--- src/logic/iopc_pkg.sv ---
// Package for the upper-port pin control block: offsets, layouts, reset values
package iopc_pkg;

  // Register byte offsets on the Wishbone slave (word aligned)
  localparam logic [7:0] P9_DATA_OFS   = 8'h00;
  localparam logic [7:0] P9_DIR_OFS    = 8'h04;
  localparam logic [7:0] P9_ALT_OFS    = 8'h08;
  localparam logic [7:0] P10_DATA_OFS  = 8'h0C;
  localparam logic [7:0] P10_DIR_OFS   = 8'h10;
  localparam logic [7:0] P10_ALT_OFS   = 8'h14;
  localparam logic [7:0] P11_DATA_OFS  = 8'h18;
  localparam logic [7:0] P11_DIR_OFS   = 8'h1C;
  localparam logic [7:0] P12_DATA_OFS  = 8'h20;
  localparam logic [7:0] P12_DIR_OFS   = 8'h24;
  localparam logic [7:0] PERIPH_CTL_OFS = 8'h28;

  // Widths and field positions
  localparam int          PORT_W       = 8;
  localparam int          P12_W        = 2;
  localparam int          GATE_LVL_BIT = 7;
  localparam logic [7:0]  REG_RESET    = 8'h00;
  localparam logic [31:0] UNMAPPED_RD  = 32'h0000_0000;

  // Port 10 bit classes for the secondary read path
  localparam logic [7:0]  P10_PERIPH_RD = 8'hA3; // Bits 0,1,5,7 read peripheral data
  localparam logic [7:0]  P10_PIN_RD    = 8'h0C; // Bits 2,3 read the pin
  localparam int          P10_TMR_BIT   = 4;
  localparam int          P10_EXP_BIT   = 6;

  // Peripheral-facing signals of one 8-bit port
  typedef struct packed {
    logic [7:0] out_data; // Peripheral drive value
    logic [7:0] out_en;   // Peripheral drives this bit
  } iopc_periph_t;

  // Two-signal pin group
  typedef struct packed {
    logic [7:0] out;
    logic [7:0] oe_n; // Low while driving
  } iopc_pin_t;

endpackage : iopc_pkg

--- src/logic/iopc_top.sv ---
// Upper I/O ports 9-12 with direction, alternate function, read-back and global gate
//
// Our own choices: the register addresses and the Wishbone slave port.
`timescale 1ns/10ps
`default_nettype none

module iopc_top (
  input  wire logic                  clk_i,
  input  wire logic                  rst_i,
  // Wishbone classic slave
  input  wire logic                  wb_cyc_i,
  input  wire logic                  wb_stb_i,
  input  wire logic                  wb_we_i,
  input  wire logic [7:0]            wb_adr_i,
  input  wire logic [3:0]            wb_sel_i,
  input  wire logic [31:0]           wb_dat_i,
  output logic      [31:0]           wb_dat_o,
  output logic                       wb_ack_o,
  // Device pins
  input  wire logic [7:0]            p9_pin_i,
  input  wire logic [7:0]            p10_pin_i,
  input  wire logic [7:0]            p11_pin_i,
  input  wire logic [1:0]            p12_pin_i,
  output logic      [7:0]            p9_out_o,
  output logic      [7:0]            p9_oe_n_o,
  output logic      [7:0]            p10_out_o,
  output logic      [7:0]            p10_oe_n_o,
  output logic      [7:0]            p11_out_o,
  output logic      [7:0]            p11_oe_n_o,
  output logic      [1:0]            p12_out_o,
  output logic      [1:0]            p12_oe_n_o,
  input  wire logic                  driver_gate_n_i,
  input  wire logic                  external_fetch_select_n_i,
  input  wire logic                  wide_address_i,
  // Peripheral side
  input  wire iopc_pkg::iopc_periph_t p9_periph_i,
  input  wire iopc_pkg::iopc_periph_t p10_periph_i,
  input  wire iopc_pkg::iopc_periph_t p11_monitor_i,
  input  wire logic [1:0]            ext_addr_hi_i,
  input  wire logic                  capture_mode_i,
  input  wire logic                  expansion_out_mode_i,
  output logic      [7:0]            p9_in_o,
  output logic      [7:0]            p10_in_o,
  output logic                       p11_monitor_en_o
);

  // Register file
  // Every register is one byte in the low lane; port 12 keeps only two bits
  // Reset clears all of them, so ports 9 and 10 wake up as released inputs; 11 and 12 too unless the monitor or the address drive takes them
  logic [7:0] p9_data, p9_direction, port9_alt_function_select;
  logic [7:0] p10_data, p10_direction, port10_alt_function_select;
  logic [7:0] p11_data, port11_direction;
  logic [1:0] p12_data, port12_direction;
  logic [7:0] next_p9_data, next_p9_direction, next_port9_alt_function_select;
  logic [7:0] next_p10_data, next_p10_direction, next_port10_alt_function_select;
  logic [7:0] next_p11_data, next_port11_direction;
  logic [1:0] next_p12_data, next_port12_direction;

  // Bus answer registers
  // Ack is registered, so a request is answered one cycle after it is taken
  // Read data is registered with it and stands for that one cycle
  logic        next_ack;
  logic [31:0] next_dat;

  // Pin synchronisers; first stage is read only by the second
  // Pin levels, the gate and the fetch select are asynchronous to clk_i
  // Cost: a pin change reaches the read path two edges late
  logic [7:0] p9_s1, p9_s2, p10_s1, p10_s2, p11_s1, p11_s2;
  logic [1:0] p12_s1, p12_s2;
  logic       gate_s1, gate_s2, fetch_s1, fetch_s2;

  // Pin driver next values
  // Built combinationally here and registered once in the output stage
  iopc_pkg::iopc_pin_t next_p9_pin, next_p10_pin, next_p11_pin;
  logic [1:0] next_p12_out, next_p12_oe_n;
  logic [7:0] next_p9_in, next_p10_in;
  logic       next_mon_en;

  // Plain port read: pin for inputs, latch for outputs
  // Shared by all four ports, so one read rule serves every plain bit
  function automatic logic [7:0] plain_rd(input logic [7:0] dir, input logic [7:0] latch,
                                          input logic [7:0] pin);
    plain_rd = (dir & latch) | (~dir & pin);
  endfunction : plain_rd

  // Two-flop synchronisers on every pin input
  // No reset here: the flops settle on their own within two edges
  always_ff @(posedge clk_i) begin
    p9_s1    <= p9_pin_i;
    p9_s2    <= p9_s1;
    p10_s1   <= p10_pin_i;
    p10_s2   <= p10_s1;
    p11_s1   <= p11_pin_i;
    p11_s2   <= p11_s1;
    p12_s1   <= p12_pin_i;
    p12_s2   <= p12_s1;
    gate_s1  <= driver_gate_n_i;
    gate_s2  <= gate_s1;
    fetch_s1 <= external_fetch_select_n_i;
    fetch_s2 <= fetch_s1;
  end

  // Read-back values for each register
  logic [7:0] p9_rd, p10_rd, p11_rd, periph_ctl_rd;
  logic [1:0] p12_rd;
  logic [7:0] p12_rd_full; // Port 12 read widened to the shared byte rule
  logic       req;         // A new bus cycle that has not yet been answered

  always_comb begin
    p9_rd  = plain_rd(p9_direction, p9_data, p9_s2);
    // Alternate bits of port 9 are inputs or peripheral outputs; read as plain port
    p11_rd = plain_rd(port11_direction, p11_data, p11_s2);
    // Port 12 is padded to a byte for the shared rule, then cut back to two bits
    p12_rd_full = plain_rd({6'h00, port12_direction}, {6'h00, p12_data}, {6'h00, p12_s2});
    p12_rd      = p12_rd_full[1:0];
    p10_rd = plain_rd(p10_direction, p10_data, p10_s2);
    // Secondary read path of port 10
    // Each alternate bit picks pin or peripheral data by its class; rmw reads it too
    for (int i = 0; i < iopc_pkg::PORT_W; i++) begin
      if (port10_alt_function_select[i]) begin
        if (iopc_pkg::P10_PERIPH_RD[i]) begin
          p10_rd[i] = p10_periph_i.out_data[i];
        end else if (iopc_pkg::P10_PIN_RD[i]) begin
          p10_rd[i] = p10_s2[i];
        end else if (i == iopc_pkg::P10_TMR_BIT) begin
          p10_rd[i] = capture_mode_i ? p10_s2[i] : p10_periph_i.out_data[i];
        end else if (i == iopc_pkg::P10_EXP_BIT) begin
          // Expansion port in output mode hands back what it drives
          p10_rd[i] = expansion_out_mode_i ? p10_periph_i.out_data[i] : p10_s2[i];
        end
      end
    end
    // Only the gate level is visible; the other bits read zero
    periph_ctl_rd = 8'h00;
    periph_ctl_rd[iopc_pkg::GATE_LVL_BIT] = gate_s2;
  end

  // Register writes and Wishbone answer; ack one cycle after request, then drops
  // Masking with the own ack keeps a held strobe from being taken twice
  // Unmapped offsets are still acknowledged so the master never waits
  always_comb begin
    req = wb_cyc_i & wb_stb_i & ~wb_ack_o;
    next_p9_data = p9_data;
    next_p9_direction = p9_direction;
    next_port9_alt_function_select = port9_alt_function_select;
    next_p10_data = p10_data;
    next_p10_direction = p10_direction;
    next_port10_alt_function_select = port10_alt_function_select;
    next_p11_data = p11_data;
    next_port11_direction = port11_direction;
    next_p12_data = p12_data;
    next_port12_direction = port12_direction;
    next_ack = req;
    next_dat = iopc_pkg::UNMAPPED_RD;
    // Writes always land in the latch, whatever direction says
    // Only byte lane 0 carries a register; other lanes are ignored
    if (req && wb_we_i && wb_sel_i[0]) begin
      if (wb_adr_i == iopc_pkg::P9_DATA_OFS) begin
        next_p9_data = wb_dat_i[7:0];
      end else if (wb_adr_i == iopc_pkg::P9_DIR_OFS) begin
        next_p9_direction = wb_dat_i[7:0];
      end else if (wb_adr_i == iopc_pkg::P9_ALT_OFS) begin
        next_port9_alt_function_select = wb_dat_i[7:0];
      end else if (wb_adr_i == iopc_pkg::P10_DATA_OFS) begin
        next_p10_data = wb_dat_i[7:0];
      end else if (wb_adr_i == iopc_pkg::P10_DIR_OFS) begin
        next_p10_direction = wb_dat_i[7:0];
      end else if (wb_adr_i == iopc_pkg::P10_ALT_OFS) begin
        next_port10_alt_function_select = wb_dat_i[7:0];
      end else if (wb_adr_i == iopc_pkg::P11_DATA_OFS) begin
        next_p11_data = wb_dat_i[7:0];
      end else if (wb_adr_i == iopc_pkg::P11_DIR_OFS) begin
        next_port11_direction = wb_dat_i[7:0];
      end else if (wb_adr_i == iopc_pkg::P12_DATA_OFS) begin
        next_p12_data = wb_dat_i[1:0];
      end else if (wb_adr_i == iopc_pkg::P12_DIR_OFS) begin
        next_port12_direction = wb_dat_i[1:0];
      end
    end
    // Reads: unmapped or write cycles return zero
    // Read data is sampled at the taking edge and held one cycle with ack
    if (req && !wb_we_i) begin
      if (wb_adr_i == iopc_pkg::P9_DATA_OFS) begin
        next_dat = {24'h00_0000, p9_rd};
      end else if (wb_adr_i == iopc_pkg::P9_DIR_OFS) begin
        next_dat = {24'h00_0000, p9_direction};
      end else if (wb_adr_i == iopc_pkg::P9_ALT_OFS) begin
        next_dat = {24'h00_0000, port9_alt_function_select};
      end else if (wb_adr_i == iopc_pkg::P10_DATA_OFS) begin
        next_dat = {24'h00_0000, p10_rd};
      end else if (wb_adr_i == iopc_pkg::P10_DIR_OFS) begin
        next_dat = {24'h00_0000, p10_direction};
      end else if (wb_adr_i == iopc_pkg::P10_ALT_OFS) begin
        next_dat = {24'h00_0000, port10_alt_function_select};
      end else if (wb_adr_i == iopc_pkg::P11_DATA_OFS) begin
        next_dat = {24'h00_0000, p11_rd};
      end else if (wb_adr_i == iopc_pkg::P11_DIR_OFS) begin
        next_dat = {24'h00_0000, port11_direction};
      end else if (wb_adr_i == iopc_pkg::P12_DATA_OFS) begin
        next_dat = {30'h0000_0000, p12_rd};
      end else if (wb_adr_i == iopc_pkg::P12_DIR_OFS) begin
        next_dat = {30'h0000_0000, port12_direction};
      end else if (wb_adr_i == iopc_pkg::PERIPH_CTL_OFS) begin
        next_dat = {24'h00_0000, periph_ctl_rd};
      end
    end
  end

  // Pin drivers; computed from registers so outputs come straight from flops
  // Trade-off: one extra edge of latency from a register write to the pad
  always_comb begin
    // Port 9: alternate bits hand the driver to the peripheral
    // The peripheral's own enable decides the drive; direction is ignored
    for (int i = 0; i < iopc_pkg::PORT_W; i++) begin
      if (port9_alt_function_select[i]) begin
        next_p9_pin.out[i]  = p9_periph_i.out_data[i];
        next_p9_pin.oe_n[i] = ~p9_periph_i.out_en[i];
      end else begin
        next_p9_pin.out[i]  = p9_data[i];
        next_p9_pin.oe_n[i] = ~p9_direction[i];
      end
    end
    // Port 10: bits 0-4 are behind the global gate
    // Bits 5-7 are outside the gated set and ignore the gate
    for (int i = 0; i < iopc_pkg::PORT_W; i++) begin
      if (port10_alt_function_select[i]) begin
        next_p10_pin.out[i]  = p10_periph_i.out_data[i];
        next_p10_pin.oe_n[i] = ~p10_periph_i.out_en[i];
      end else begin
        next_p10_pin.out[i]  = p10_data[i];
        next_p10_pin.oe_n[i] = ~p10_direction[i];
      end
      // Gate only removes drive; inputs keep sampling the pin
      if (i <= iopc_pkg::P10_TMR_BIT && gate_s2) begin
        next_p10_pin.oe_n[i] = 1'b1;
      end
    end
    // Port 11: monitor owns the pins only with fetch select high
    // Monitor enable bits take the pin; the rest stay with the plain port
    next_mon_en = fetch_s2;
    if (fetch_s2) begin
      next_p11_pin.out  = (p11_monitor_i.out_en & p11_monitor_i.out_data)
                        | (~p11_monitor_i.out_en & p11_data);
      next_p11_pin.oe_n = ~(p11_monitor_i.out_en | port11_direction);
    end else begin
      next_p11_pin.out  = p11_data;
      next_p11_pin.oe_n = ~port11_direction;
    end
    // Port 12: address bits when fetching externally
    // Address drive overrides direction, but the global gate still wins
    next_p12_out  = p12_data;
    next_p12_oe_n = ~port12_direction;
    if (!fetch_s2) begin
      next_p12_out[0]  = ext_addr_hi_i[0];
      next_p12_oe_n[0] = 1'b0;
      if (wide_address_i) begin
        next_p12_out[1]  = ext_addr_hi_i[1];
        next_p12_oe_n[1] = 1'b0;
      end
    end
    if (gate_s2) begin
      next_p12_oe_n = 2'b11;
    end
    // Input paths to peripherals
    // Peripherals see the synchronised level whatever the direction says
    next_p9_in  = p9_s2;
    next_p10_in = p10_s2;
  end

  // Register stage: one synchronous reset clears everything
  // Every reset source arrives here as rst_i; the bus answer is cleared too
  always_ff @(posedge clk_i) begin
    if (rst_i) begin
      p9_data                    <= iopc_pkg::REG_RESET;
      p9_direction               <= iopc_pkg::REG_RESET;
      port9_alt_function_select  <= iopc_pkg::REG_RESET;
      p10_data                   <= iopc_pkg::REG_RESET;
      p10_direction              <= iopc_pkg::REG_RESET;
      port10_alt_function_select <= iopc_pkg::REG_RESET;
      p11_data                   <= iopc_pkg::REG_RESET;
      port11_direction           <= iopc_pkg::REG_RESET;
      p12_data                   <= 2'b00;
      port12_direction           <= 2'b00;
      wb_ack_o                   <= 1'b0;
      wb_dat_o                   <= 32'h0000_0000;
      // All drivers released: high-impedance inputs
      // Out values are parked low so nothing stale shows once a driver turns on
      p9_out_o                   <= 8'h00;
      p9_oe_n_o                  <= 8'hFF;
      p10_out_o                  <= 8'h00;
      p10_oe_n_o                 <= 8'hFF;
      p11_out_o                  <= 8'h00;
      p11_oe_n_o                 <= 8'hFF;
      p12_out_o                  <= 2'b00;
      p12_oe_n_o                 <= 2'b11;
      p9_in_o                    <= 8'h00;
      p10_in_o                   <= 8'h00;
      p11_monitor_en_o           <= 1'b0;
    end else begin
      p9_data                    <= next_p9_data;
      p9_direction               <= next_p9_direction;
      port9_alt_function_select  <= next_port9_alt_function_select;
      p10_data                   <= next_p10_data;
      p10_direction              <= next_p10_direction;
      port10_alt_function_select <= next_port10_alt_function_select;
      p11_data                   <= next_p11_data;
      port11_direction           <= next_port11_direction;
      p12_data                   <= next_p12_data;
      port12_direction           <= next_port12_direction;
      wb_ack_o                   <= next_ack;
      wb_dat_o                   <= next_dat;
      p9_out_o                   <= next_p9_pin.out;
      p9_oe_n_o                  <= next_p9_pin.oe_n;
      p10_out_o                  <= next_p10_pin.out;
      p10_oe_n_o                 <= next_p10_pin.oe_n;
      p11_out_o                  <= next_p11_pin.out;
      p11_oe_n_o                 <= next_p11_pin.oe_n;
      p12_out_o                  <= next_p12_out;
      p12_oe_n_o                 <= next_p12_oe_n;
      p9_in_o                    <= next_p9_in;
      p10_in_o                   <= next_p10_in;
      p11_monitor_en_o           <= next_mon_en;
    end
  end

endmodule : iopc_top

`default_nettype wire

--- config.mk ---
export PLATFORM = sky130hd
export DESIGN_NAME = iopc_top
export DESIGN_NICKNAME = d
export VERILOG_FILES = /design/src/logic/iopc_pkg.sv /design/src/logic/iopc_top.sv
export SDC_FILE = /design/constraint.sdc
export NUM_CORES = 1
export LEC_CHECK = 0
export BUFFER_PORTS_ARGS = -buffer_cell sky130_fd_sc_hd__buf_4
export CAP_MARGIN = 20
export CELL_PAD_IN_SITES_DETAIL_PLACEMENT = 1
export CELL_PAD_IN_SITES_GLOBAL_PLACEMENT = 1
export CORE_AREA = 2 2 213 152
export CTS_BUF_LIST = sky130_fd_sc_hd__clkbuf_4
export DETAILED_ROUTE_END_ITERATION = 10
export DIE_AREA = 0 0 215 154
export PLACE_DENSITY = 0.6
export SLEW_MARGIN = 20
export SYNTH_ARGS = -nofsm -noshare
export SYNTH_HDL_FRONTEND = slang
export SYNTH_SLANG_ARGS = --single-unit
--- constraint.sdc ---
create_clock -name clk_i -period 2.96 [get_ports clk_i]
set_clock_uncertainty 0.05 [all_clocks]
set_input_delay 0.296 -clock clk_i [delete_from_list [all_inputs] [get_ports clk_i]]
set_output_delay 0.296 -clock clk_i [all_outputs]
set_load 0.02 [all_outputs]
==> results.ini <==
[run_status]
outcome=finished clean

[setup_path]
crit_type=reg2reg
cp-end-kind=flip-flop
crit_arrival_ns=3.25
crit_path_top_delay_cell=dfxtp_1
cp_top_family=buffers and inverters
max_stage_delay_ns=0.98
crit_top_cell=dlygate4sd3_1
cp_num_buf_inv=3
start_kind=flip-flop
cp_max_fo=24
crit_chain=buf_4 > nand3_1 > dlygate4sd3_1 > a21oi_1 > dlygate4sd3_1
worstPathRequired_ns=3.52

[sta]
drv_slew=0
fmax_mhz=373
fin_crit_sh_pct=90.6
tns_ns=0
tightest_slew_ns=1.01
holdWs_ns=0.129
maxSlewHeadroom_pct=32.5
layout_min_cycle_time_ns=2.68
setup_viol=0
rsz0062_at_grt=no
final_hold_viol_count=0

[logic_synthesis]
ys.flop_type=dfxtp_1
synth_most_common_cell=dfxtp_1
yosysSeqAreaShare_pct=54.6
yosys_register_bits=202
synth_area_leaders=dfxtp_1 (55%), mux2i_1 (13%), nor2_1 (4.2%)
synthArstFlopShare_pct=0
netlist_area_um2=7410
synth_top_area_share_pct=54.6
synth-edff-count=0
synth_cell_types=54
synth_largest_area_cell=dfxtp_1
synthCells=741
ys_top_cells_by_count=dfxtp_1 (202), mux2i_1 (99), nor2_1 (83)
yosysWarnings=0
avgSynthCellArea_um2=10.0

[job]
max_cap_viol_count=0

[clocking]
cts_buffers=54
cts.sinks=202
post_cts_buffers=0
h-tree-depth=2
clockBufferDepth=3
clk_pin_slew_ns=0.06
cts_root_buffer=clkbuf_4
clk_latency_ns=0.70
ctsResizeCount=0
hold_buffers=109
cts_tree=built

[final_layout]
layout.nets=1185
final_core_util_pct=35.2
final_area_um2=10900
synthToLayoutAreaGrowth_pct=47.0
drive_gt1_share_pct=29.5
stdcell_count=1514

[drt]
drt_pass1_iterations=4
wire_per_inst_um=17.8
viasPerCell=4.28
num_vias=6477
drcViolationCount=0
ant_nets=0
drt-total-wl_mm=27.0
drt-initial-drc-count=332

[grt]
grt_first_pass_wirelength_mm=40.7
grt_use_total_pct=16.1
grt_pass1_vias=6946
antenna_found_initial=1
grt_overflow=0
grt_max_degree=70

[placement]
portBuffers=180
postPlaceCellArea_um2=9110
gp_congestion=0.808
place_hpwl_mm=18.5
dp_cells=1310

[die]
start_util_pct=23.9
fp-row-count=54
chipWidth_um=215
dieArea_um2=33100
coreArea_um2=30900
die_h_um=154
io-pin-count=232

[power_and_ir_drop]
peakVddDrop_mv=0.259
power-per-cell-area_nw_per_um2=531
p_leak_nw=4.48

[worst_hold_path]
hp-class=in2reg

## cell type report
cell class                 count  area [µm²]
fill                        3580       20100
sequential                   202        4040
multi-input combinational    487        3070
timing repair buffer         302        2540
clock buffer                  86         646
tap                          420         526
clock inverter                 8        33.8
inverter                       8        30.0
antenna                        1        2.50
## placed cells by master, fill, tap and decap left out, types with 3 or more instances in the layout
cell type and instances:
nor2b_1 25, nand3b_1 3, o21a_1 3, a211oi_1 4, nand3_1 11, nor3b_1 4, conb_1 24, and3_1 3
buf_4 193, dlygate4sd3_1 109, dfxtp_1 202, a221oi_1 6, mux2_2 7, a21oi_1 49, nand2_1 72, clkbuf_4 86
or2_2 21, clkinv_1 6, inv_1 8, nand2b_1 5, o21ai_1 4, o21ai_0 20, nor2_1 83, mux2i_1 99
## where the power goes
part	total, mW	internal, mW	switching [mW]
logic	0.498	0.249	0.249
registers	2.81	2.78	0.0298
clock network	2.47	1.30	1.17
## metrics by stage
step	worst slack [ns]	power, mW
after floorplan	1.01	3.06
after global routing	0.134	6.09
after detailed placement	0.670	3.26
after global placement	0.673	3.25
final	0.277	5.78
after CTS	0.288	5.90
## cells by family (layout without fill, tap and decap cells)
group | Yosys count | in the layout | share of synthesized area (%)
DFF | 202 | 202 | 54.6
AOI/OAI and AO/OA | 107 | 107 | 8.63
other | 1 | 25 | 0.0506
muxes | 106 | 106 | 14.4
and+or+nand+nor | 250 | 250 | 17.1
buffers and inverters | 75 | 404 | 5.17
## path summary, 6_finish.rpt
kind | end | slack [ns] | start | cells past startpoint
worst min register to register | p11_s2[6] | 0.27 | p11_s1[6] | 0
worst max-delay path | p11_out_o[5] | 0.28 | fetch_s2 | 5
worst max register to register | p11_out_o[5] | 0.28 | fetch_s2 | 5
worst min-delay path | wb_dat_o[5] | 0.13 | wb_adr_i[3] | 3
## routing by layer
layer | up-vias | part of all wire [%] | global-route usage, %
met1 | 3099 | 46 | 21.2
met5 | - | 0 | 0
met3 | 50 | 7.0 | 3.96
met4 | 0 | 2.2 | 5.45
met2 | 193 | 45 | 25.9
li1 | 3135 | - | -
## worst reg2reg max path: cells and delay by family, from the launching register on
kind	cells	cell delay (ns)
AOI/OAI and AO/OA	1	0.13
buffers and inverters	3	1.39
DFF	1	0.98
and+or+nand+nor	1	0.06
(Power assumes the default switching activity.)
